## src/core/acl_map.svh

```systemverilog
// Constants for the converter read/convert and latchup status block
// Summary of operation
// - CS low, read/convert falling, busy low: drive previous result, conversion continues.
// - CS and read/convert low as busy rises: reconvert without new sample, invalid.
// - While busy low, all new convert requests are ignored.
// - Overcurrent detected: switch core power off, then back on.
// - Status high after overcurrent with power removed; low while core powered.
// - Result always one 16-bit word on data 15:0, bit 15 MSB.
// - CS high keeps the data bus high impedance.
// - Convert request while busy high starts a conversion, bus stays off.
// - Busy rising with CS low and read/convert high puts new result out.
// - Each result is a 16-bit two's complement parallel word.
`ifndef ACL_MAP_SVH
`define ACL_MAP_SVH
`define ACL_CLK_NS 20
`define ACL_CONV_NS 8000
`define ACL_CONV_CYC ((`ACL_CONV_NS) / (`ACL_CLK_NS))
`define ACL_PT_NS 1000
`define ACL_PT_CYC ((`ACL_PT_NS) / (`ACL_CLK_NS))
`define ACL_DATA_W 16
`define ACL_CNT_W 10
`endif

```

## src/core/acl_pkg.sv

```systemverilog
// Types for the converter read/convert and latchup status block
package acl_pkg;
    typedef enum logic [2:0] {
        ACL_IDLE = 3'b001,
        ACL_CONV = 3'b010,
        ACL_OFF = 3'b100
    } acl_state_t;
endpackage : acl_pkg

```

## src/core/acl_conv_ctrl.sv

```systemverilog
// Converter control: read/convert handshake, result bus, latchup power cycle
`timescale 1ns/1ns
`default_nettype none
`include "acl_map.svh"
module acl_conv_ctrl
    import acl_pkg::*;
(
    input wire logic SYS_CLK,
    input wire logic RESET,
    input wire logic CS_N,
    input wire logic RD_CONV,
    input wire logic OVERCURRENT,
    input wire logic [15:0] SAMPLE,
    output logic BUSY,
    output logic [15:0] DATA_O,
    output logic DATA_OE,
    output logic STATUS,
    output logic CORE_PWR,
    output logic RESULT_VALID
);
    localparam logic [9:0] CONV_CYC = 10'(`ACL_CONV_CYC);
    localparam logic [9:0] PT_CYC = 10'(`ACL_PT_CYC);

    logic [1:0] cs_s_q, rc_s_q, oc_s_q;
    logic [9:0] off_run_q;
    logic cs_n, rc, oc, rc_prev_q;
    acl_state_t state_q;
    logic [9:0] cnt_q;
    logic [15:0] cur_q, prev_q;
    logic cur_ok_q, prev_ok_q, samp_q;
    logic rc_fall, start, done;

    ////////////////////////////////////////////////////////////////////
    // Pin synchronisers
    always_ff @(posedge SYS_CLK) begin
        if (RESET) begin
            cs_s_q <= 2'h3;
            rc_s_q <= 2'h3;
            oc_s_q <= 2'h0;
        end else begin
            cs_s_q <= {cs_s_q[0], CS_N};
            rc_s_q <= {rc_s_q[0], RD_CONV};
            oc_s_q <= {oc_s_q[0], OVERCURRENT};
        end
    end
    assign cs_n = cs_s_q[1];
    assign rc = rc_s_q[1];
    assign oc = oc_s_q[1];

    always_ff @(posedge SYS_CLK) begin
        if (RESET) begin
            rc_prev_q <= 1'b1;
        end else begin
            rc_prev_q <= rc;
        end
    end
    assign rc_fall = rc_prev_q && !rc;
    // Busy high means idle; requests while converting are dropped
    assign start = (state_q == ACL_IDLE) && !cs_n && rc_fall;
    assign done = (state_q == ACL_CONV) && (cnt_q == 10'h0);

    ////////////////////////////////////////////////////////////////////
    // Conversion and power sequencing
    always_ff @(posedge SYS_CLK) begin
        if (RESET) begin
            state_q <= ACL_IDLE;
            cnt_q <= 10'h0;
            samp_q <= 1'b0;
        end else if (oc && state_q != ACL_OFF) begin
            state_q <= ACL_OFF;
            cnt_q <= PT_CYC - 10'h1;
        end else begin
            unique case (state_q)
                ACL_IDLE: begin
                    if (start) begin
                        state_q <= ACL_CONV;
                        cnt_q <= CONV_CYC - 10'h1;
                        samp_q <= 1'b1;
                    end
                end
                ACL_CONV: begin
                    // edges on the pins are not looked at here
                    if (done) begin
                        if (!cs_n && !rc) begin
                            cnt_q <= CONV_CYC - 10'h1;
                            samp_q <= 1'b0;
                        end else begin
                            state_q <= ACL_IDLE;
                        end
                    end else begin
                        cnt_q <= cnt_q - 10'h1;
                    end
                end
                ACL_OFF: begin
                    if (cnt_q == 10'h0) begin
                        state_q <= ACL_IDLE;
                    end else begin
                        cnt_q <= cnt_q - 10'h1;
                    end
                end
                default: state_q <= ACL_IDLE;
            endcase
        end
    end

    ////////////////////////////////////////////////////////////////////
    // Result registers, two's complement word taken at conversion start
    always_ff @(posedge SYS_CLK) begin
        if (RESET) begin
            cur_q <= 16'h0;
            prev_q <= 16'h0;
            cur_ok_q <= 1'b0;
            prev_ok_q <= 1'b0;
        end else if (state_q == ACL_OFF) begin
            cur_ok_q <= 1'b0;
            prev_ok_q <= 1'b0;
        end else if (start) begin
            prev_q <= cur_q;
            prev_ok_q <= cur_ok_q;
            cur_q <= SAMPLE;
            cur_ok_q <= 1'b1;
        end else if (done && !cs_n && !rc) begin
            cur_ok_q <= 1'b0;
        end
    end

    ////////////////////////////////////////////////////////////////////
    // Outputs
    always_ff @(posedge SYS_CLK) begin
        if (RESET) begin
            BUSY <= 1'b1;
            DATA_O <= 16'h0;
            DATA_OE <= 1'b0;
            STATUS <= 1'b0;
            CORE_PWR <= 1'b1;
            RESULT_VALID <= 1'b0;
        end else begin
            BUSY <= (state_q == ACL_IDLE) && !start;
            STATUS <= (state_q == ACL_OFF);
            CORE_PWR <= (state_q != ACL_OFF);
            if (cs_n || state_q == ACL_OFF || start) begin
                DATA_OE <= 1'b0;
            end else if (state_q == ACL_CONV && !rc) begin
                DATA_OE <= 1'b1;
                DATA_O <= prev_q;
                RESULT_VALID <= prev_ok_q;
            end else if (state_q == ACL_IDLE && rc) begin
                DATA_OE <= 1'b1;
                DATA_O <= cur_q;
                RESULT_VALID <= cur_ok_q && samp_q;
            end else begin
                DATA_OE <= 1'b0;
            end
        end
    end

    ////////////////////////////////////////////////////////////////////
    // Length of the current power-off stretch, read only by the checks
    always_ff @(posedge SYS_CLK) begin
        if (RESET || state_q != ACL_OFF) begin
            off_run_q <= 10'h0;
        end else begin
            off_run_q <= off_run_q + 10'h1;
        end
    end

    ////////////////////////////////////////////////////////////////////
    // Checks
    cs_high_hiz_a: assert property (@(posedge SYS_CLK) disable iff (RESET)
        cs_n |=> !DATA_OE) else $error("bus driven with chip select high");
    start_busy_a: assert property (@(posedge SYS_CLK) disable iff (RESET)
        start |=> !BUSY && !DATA_OE) else $error("start did not drop busy");
    ignore_req_a: assert property (@(posedge SYS_CLK) disable iff (RESET)
        (state_q == ACL_CONV && !done && !oc) |=> state_q == ACL_CONV)
        else $error("conversion interrupted");
    conv_len_a: assert property (@(posedge SYS_CLK) disable iff (RESET)
        (start && !oc) ##1 (!oc)[*8] |-> state_q == ACL_CONV)
        else $error("conversion too short");
    status_off_a: assert property (@(posedge SYS_CLK) disable iff (RESET)
        STATUS |-> !CORE_PWR && !DATA_OE) else $error("status with power on");
    oc_trip_a: assert property (@(posedge SYS_CLK) disable iff (RESET)
        (oc && state_q != ACL_OFF) |=> ##1 STATUS) else $error("no power cut");
    pwr_back_a: assert property (@(posedge SYS_CLK) disable iff (RESET)
        $rose(STATUS) |-> ##[1:60] !STATUS) else $error("power not restored");
    prev_read_a: assert property (@(posedge SYS_CLK) disable iff (RESET)
        (state_q == ACL_CONV && !cs_n && !rc && !oc) |=> DATA_OE && DATA_O == $past(prev_q))
        else $error("previous result not driven");
    new_read_a: assert property (@(posedge SYS_CLK) disable iff (RESET)
        (state_q == ACL_IDLE && !cs_n && rc && !oc) |=> DATA_OE && DATA_O == $past(cur_q))
        else $error("new result not driven");
    status_low_a: assert property (@(posedge SYS_CLK) disable iff (RESET)
        (state_q != ACL_OFF) |=> !STATUS && CORE_PWR) else $error("status with power on");
    reconv_a: assert property (@(posedge SYS_CLK) disable iff (RESET)
        (done && !cs_n && !rc && !oc) |=> state_q == ACL_CONV && !cur_ok_q)
        else $error("reconversion not started");
    busy_low_a: assert property (@(posedge SYS_CLK) disable iff (RESET)
        (state_q == ACL_CONV) |=> !BUSY) else $error("busy high while converting");
    refused_req_a: assert property (@(posedge SYS_CLK) disable iff (RESET)
        (state_q == ACL_CONV && rc_fall && !done && !oc) |=> $stable(cur_q) && $stable(prev_q))
        else $error("request taken while converting");
    sample_take_a: assert property (@(posedge SYS_CLK) disable iff (RESET)
        start |=> cur_q == $past(SAMPLE)) else $error("sample not taken at start");
    off_len_a: assert property (@(posedge SYS_CLK) disable iff (RESET)
        off_run_q <= PT_CYC) else $error("power held off too long");
    // Main scenarios: plain conversion, reconversion, trip, both kinds of read
    cov_conv_c: cover property (@(posedge SYS_CLK) start ##[1:500] done);
    cov_prev_c: cover property (@(posedge SYS_CLK) state_q == ACL_CONV && DATA_OE);
    cov_new_c: cover property (@(posedge SYS_CLK) state_q == ACL_IDLE && DATA_OE);
    cov_reconv_c: cover property (@(posedge SYS_CLK) done && !cs_n && !rc);
    cov_trip_c: cover property (@(posedge SYS_CLK) $rose(STATUS));
endmodule : acl_conv_ctrl
`default_nettype wire

```

## config.mk

```make
export PLATFORM = sky130hd
export DESIGN_NAME = acl_conv_ctrl
export DESIGN_NICKNAME = d
export VERILOG_FILES = /design/src/core/acl_pkg.sv /design/src/core/acl_conv_ctrl.sv
export VERILOG_INCLUDE_DIRS = /design/src /design/src/core
export SDC_FILE = /design/constraint.sdc
export NUM_CORES = 1
export LEC_CHECK = 0
export ABC_AREA = 0
export BUFFER_PORTS_ARGS = -buffer_cell sky130_fd_sc_hd__buf_2
export CORE_MARGIN = 10
export CORE_UTILIZATION = 57
export CTS_BUF_LIST = sky130_fd_sc_hd__clkbuf_16
export DETAILED_ROUTE_END_ITERATION = 10
export GPL_ROUTABILITY_DRIVEN = 0
export HOLD_SLACK_MARGIN = 0.12
export PLACE_DENSITY = 0.79
export REMOVE_ABC_BUFFERS = 1
export SYNTH_ARGS = -nofsm -noshare
export SYNTH_HDL_FRONTEND = slang
export SYNTH_SLANG_ARGS = --single-unit
```

## constraint.sdc

```tcl
create_clock -name SYS_CLK -period 2.26 [get_ports SYS_CLK]
set_input_delay 0.226 -clock SYS_CLK [delete_from_list [all_inputs] [get_ports SYS_CLK]]
set_output_delay 0.226 -clock SYS_CLK [all_outputs]
set_load 0.1 [all_outputs]
```

; ---- Word level (Yosys, flattened, before mapping)
; Cells that the tools add are included.
[op_classes]
bitwise = 3
eq_ne = 17
muxes = 24
n_reduce_logical = 33
add_sub_neg = 1
[ops]
columns = operator, n
row1 = 10-bit two-way mux, 4
row2 = 16-bit two-way mux, 2
row3 = 10-bit one-hot mux with 3 select lines, 1
row4 = 4-bit AND reduction, 4
row5 = 3-bit two-way mux, 5
row6 = 3-bit inequality test (second input constant), 5
row7 = 1-bit logical AND, 12
row8 = 10-bit zero test, 1
row9 = 2-bit inequality test (second input constant), 5
row10 = 10-bit by 1-bit subtractor with 10-bit output (second input constant), 1
row11 = 1-bit two-way mux, 9
row12 = 3-bit one-hot mux with 3 select lines, 1
row13 = 6-bit two-way mux, 1
row14 = 3-bit by 2-bit inequality test with 1-bit output (second input constant), 2
row15 = 2-bit nonzero test, 3
row16 = 2-bit OR reduction, 3
row17 = 5-bit AND reduction, 1
row18 = 4-bit by 2-bit inequality test with 1-bit output (second input constant), 1
row19 = 2-bit AND reduction, 2
row20 = 4-bit nonzero test, 1
row21 = 3-bit by 1-bit equality test with 1-bit output (second input constant), 1
row22 = 3-bit by 2-bit equality test with 1-bit output (second input constant), 1
row23 = 3-bit equality test (second input constant), 1
row24 = 1-bit zero test, 3
row25 = other kinds (5), 8
[word_totals]
ff_bits = 76
output_inout_bits = 21
wordCells = 97
input_bits = 21

; ---- Longest topological paths before layout
[logic_depth]
word_depth = 6
ltp_mapped = 8
depth_no_buf = 7

; ---- Worst setup path before layout
; No wires, ideal clock.
[synth_timing]
path_type = reg2reg
start = register cnt_q[0]
end = register cur_ok_q
synth_period_minus_slack_ns = 1.742
n_path_buf = 0
setup_time_ns = 0.128
path_stages_with_launch = 8
arrival_ns = 1.613
required_time_ns = 2.132
slack_ns = 0.518
cell_sequence = dfxtp_1 inv_1 ha_1 nor4b_4 nand3_2 or4b_4 a21oi_2 nor3_1
[synth_via]
elab_chain_len = 5
[synth_rtl]
columns = element, line_no
row1 = start: declaration, acl_conv_ctrl.sv:28  ; logic [9:0] cnt_q;
row2 = start signal: assignment, acl_conv_ctrl.sv:71  ; cnt_q <= PT_CYC - 10'h1;
row3 = start signal: assignment, acl_conv_ctrl.sv:77  ; cnt_q <= CONV_CYC - 10'h1;
row4 = start signal: assignment, acl_conv_ctrl.sv:85  ; cnt_q <= CONV_CYC - 10'h1;
row5 = 10-bit zero test, acl_conv_ctrl.sv:60  ; assign done = (state_q == ACL_CONV) && (cnt_q == 10'h0);
row6 = 1-bit logical AND, acl_conv_ctrl.sv:60
row7 = 1-bit logical AND (2 in series), acl_conv_ctrl.sv:122  ; end else if (done && !cs_n && !rc) begin
row8 = 2-bit nonzero test (no line), --
row9 = end signal: assignment, acl_conv_ctrl.sv:115  ; cur_ok_q <= 1'b0;
row10 = end signal: assignment, acl_conv_ctrl.sv:121  ; cur_ok_q <= 1'b1;
row11 = end signal: assignment, acl_conv_ctrl.sv:123  ; cur_ok_q <= 1'b0;
row12 = end: declaration, acl_conv_ctrl.sv:30  ; logic cur_ok_q, prev_ok_q, samp_q;
; Every way passes these cells.
; A chain may end at the register's enable or synchronous reset.

; ---- Worst setup path after layout
[layout_timing]
start = register cnt_q[0]
end = register cnt_q[9]
[layout_via]
elab_chain_len = 4
word_cells_on_any_way = 9
classes_between = 1 x add/sub / 2 x eq/ne / 3 x mux / 3 x reduce/logical
[layout_rtl]
columns = element
row1 = "parallel branches: the longest is 4 deep, another holds 10-bit by 1-bit subtractor with 10-bit output"
; Several ways; the timed one is not identified. The select of a mux whose other input is x is not followed.

==> impl_metrics.toml <==
[clock_tree]
htreeDepth = 3
clk_latency_ns = 0.33
clock_path_buffers = 2
cts_resized = 0
clock-sinks = 76
root_buffer = "clkbuf_16"
clk_pin_slew_ns = 0.06
cts_hold_buf = 2
tritoncts = "done"
post_cts_buffers = 0
cts_buffers = 9

[logic_synthesis]
synth_cell_types = 48
synth_area_sq_mm = 0.003146
async_flop_share = 0
synth_warnings = 0
syn_inst = 355
ys_seq_elements = 76
postSynthAreaPerCell_sq_um = 8.861
synth_top_area_cell = "dfxtp_1"
synth-seq-area-share = 0.4837
synth-edff-count = 0
synth_area_leaders = "dfxtp_1, nand2_1, a21oi_1"
ys.flop_type = "dfxtp_1"
synth_commonest_cells = "dfxtp_1, nand2_1, a21oi_1, nor2_1, a211oi_1"
yosysMostFrequentCell = "dfxtp_1"
yosysTopAreaCellShare = 0.4837

[setup_path]
worst_setup_path_start_kind = "flop"
crit_type = "reg2reg"
crit_path_end_kind = "flop"
cp.required_ns = 2.48
crit_fanout = 9
cp.arrival_ns = 2.11

[power]
peakVddDrop_uv = 558.9
total_power_mw = 3.057
powerDensity_mw_per_mm2 = 820.8
leakage_nw = 1.358

[timing]
period_needed_ns = 1.891
finalHoldViolCount = 0
rsz0062_at_grt = "false"
min_period_over_period = 0.8366
setup_viol = 0
fin_setup_tns_ns = 0
clock_skew_ns = 0.006437
relSlewSlack = 0.6464
tightest_slew_ns = 0.5305
maxSlewViolCount = 0
max_freq_ghz = 0.5289

[drt]
totalWireLength_um = 6903
wl_per_cell_um = 14.75
drc_errors = 0
drtIter0Drc = 132
dr.pass1.iters = 4
viasPerCell = 5.573
drtAntennaViolNets = 0
vias = 2608

[floorplan]
initial_core_util = 0.6006
die_w_um = 94.29
fp-row-count = 26
core-area_sq_mm = 0.005238
die_h_um = 94.29
dieArea_sq_mm = 0.008890
top_level_ports = 42

[layout]
nNetsFinal = 416
drive_gt1_frac = 0.2040
area.growth.synth_to_final_pct = 18.42
fin_cells = 468
final_area_sq_mm = 0.003725
fill_cells = 392

[grt]
grt_first_pass_wirelength_um = 11610
grt_pass1_vias = 2567
overflow = 0
grt_max_degree = 55
antenna_found_initial = 1
grtUsageTotal = 0.1619

[place]
post_dp_cell_area_sq_mm = 0.003413
portBuffers = 41
dpl.hpwl_um = 4551
placed_cells = 450

[status]
status = "completed"

[worst_hold_path]
hold_path_class = "in2reg"

[flow_run]
cap_violations = 0
sequential cells by signal, summed over array words and instances (netlist names):
name,flops
cur_q,16
prev_ok_q,1
cs_s_q,2
prev_q,16
STATUS,1
BUSY,1
cur_ok_q,1
DATA_OE,1
CORE_PWR,1
cnt_q,10
rc_prev_q,1
rc_s_q,2
samp_q,1
state_q,3
RESULT_VALID,1
DATA_O,16
oc_s_q,2
final cells by class:
| type | count | area [sq um] | area share |
|---|---|---|---|
| clock inverter | 6 | 63.81 | 0.01713 |
| antenna | 1 | 2.502 | 0.0006718 |
| timing repair buffer | 49 | 320.3 | 0.08599 |
| inverter | 7 | 26.28 | 0.007054 |
| tap | 70 | 87.58 | 0.02351 |
| clock buffer | 9 | 225.2 | 0.06046 |
| sequential | 76 | 1521 | 0.4085 |
| multi-input combinational | 250 | 1478 | 0.3967 |
per-stage QoR:
| step | hold slack, ns | worst slack [ns] | utilization |
|---|---|---|---|
| 2_1_floorplan | 0.2951 | -0.5541 | - |
| 3_3_place_gp | 0.3953 | 0.4406 | 0.6517 |
| 3_5_place_dp | 0.3967 | 0.3795 | 0.6517 |
| 4_1_cts | 0.1233 | 0.3768 | 0.7107 |
| 5_1_grt | 0.1413 | 0.2242 | 0.7107 |
| 6_report | 0.1303 | 0.3694 | 0.7112 |
cell families (layout without fill, tap and decap cells):
group / Yosys count / after routing / synth area share
compound gates: 85 / 85 / 0.1774
xor+xnor: 1 / 1 / 0.002785
fa+ha+maj: 2 / 2 / 0.007954
buf+inv: 29 / 71 / 0.05012
flops: 76 / 76 / 0.4837
mux: 17 / 17 / 0.05410
other cells: 0 / 1 / 0
simple gates: 145 / 145 / 0.2239
per-layer routing:
metal	global-route usage	share of wire	up-vias
li1	-	-	1313
met1	0.1876	0.44	1208
met2	0.2592	0.47	76
met3	0.05116	0.067	11
met4	0.08734	0.018	0
met5	0	0	-
worst max-delay path: stages, from the launching register on:
cell and delay [ns]:
dfxtp_1 0.32, inv_1 0.12, ha_1 0.16, nor4b_4 0.22, nand3_2 0.17, o31a_4 0.42
nor2b_4 0.16, a32o_1 0.22
power breakdown:
part	internal, mW	switching (mW)
Sequential	1.37	0.0208
Combinational	0.0775	0.212
Clock	0.847	0.531
placed cells by master (no fill, tap or decap), drive strengths merged, types with 8 or more instances in the layout:
cell	instances
or2	8
dfxtp	76
nand2	74
buf	47
a21oi	39
inv	8
a211oi	18
nor2	28
clkbuf	9
nor3	8
mux2i	17
path summary, 6_finish.rpt:
kind / start / to / slack, ns / cells past startpoint
worst max-delay path: cnt_q[0] / cnt_q[9] / 0.37 / 7
worst min-delay path: SAMPLE[10] / cur_q[10] / 0.13 / 3
worst max register to register: cnt_q[0] / cnt_q[9] / 0.37 / 7
worst min register to register: cs_s_q[0] / cs_s_q[1] / 0.42 / 1
Note: power is estimated with default switching activity, not from simulation.
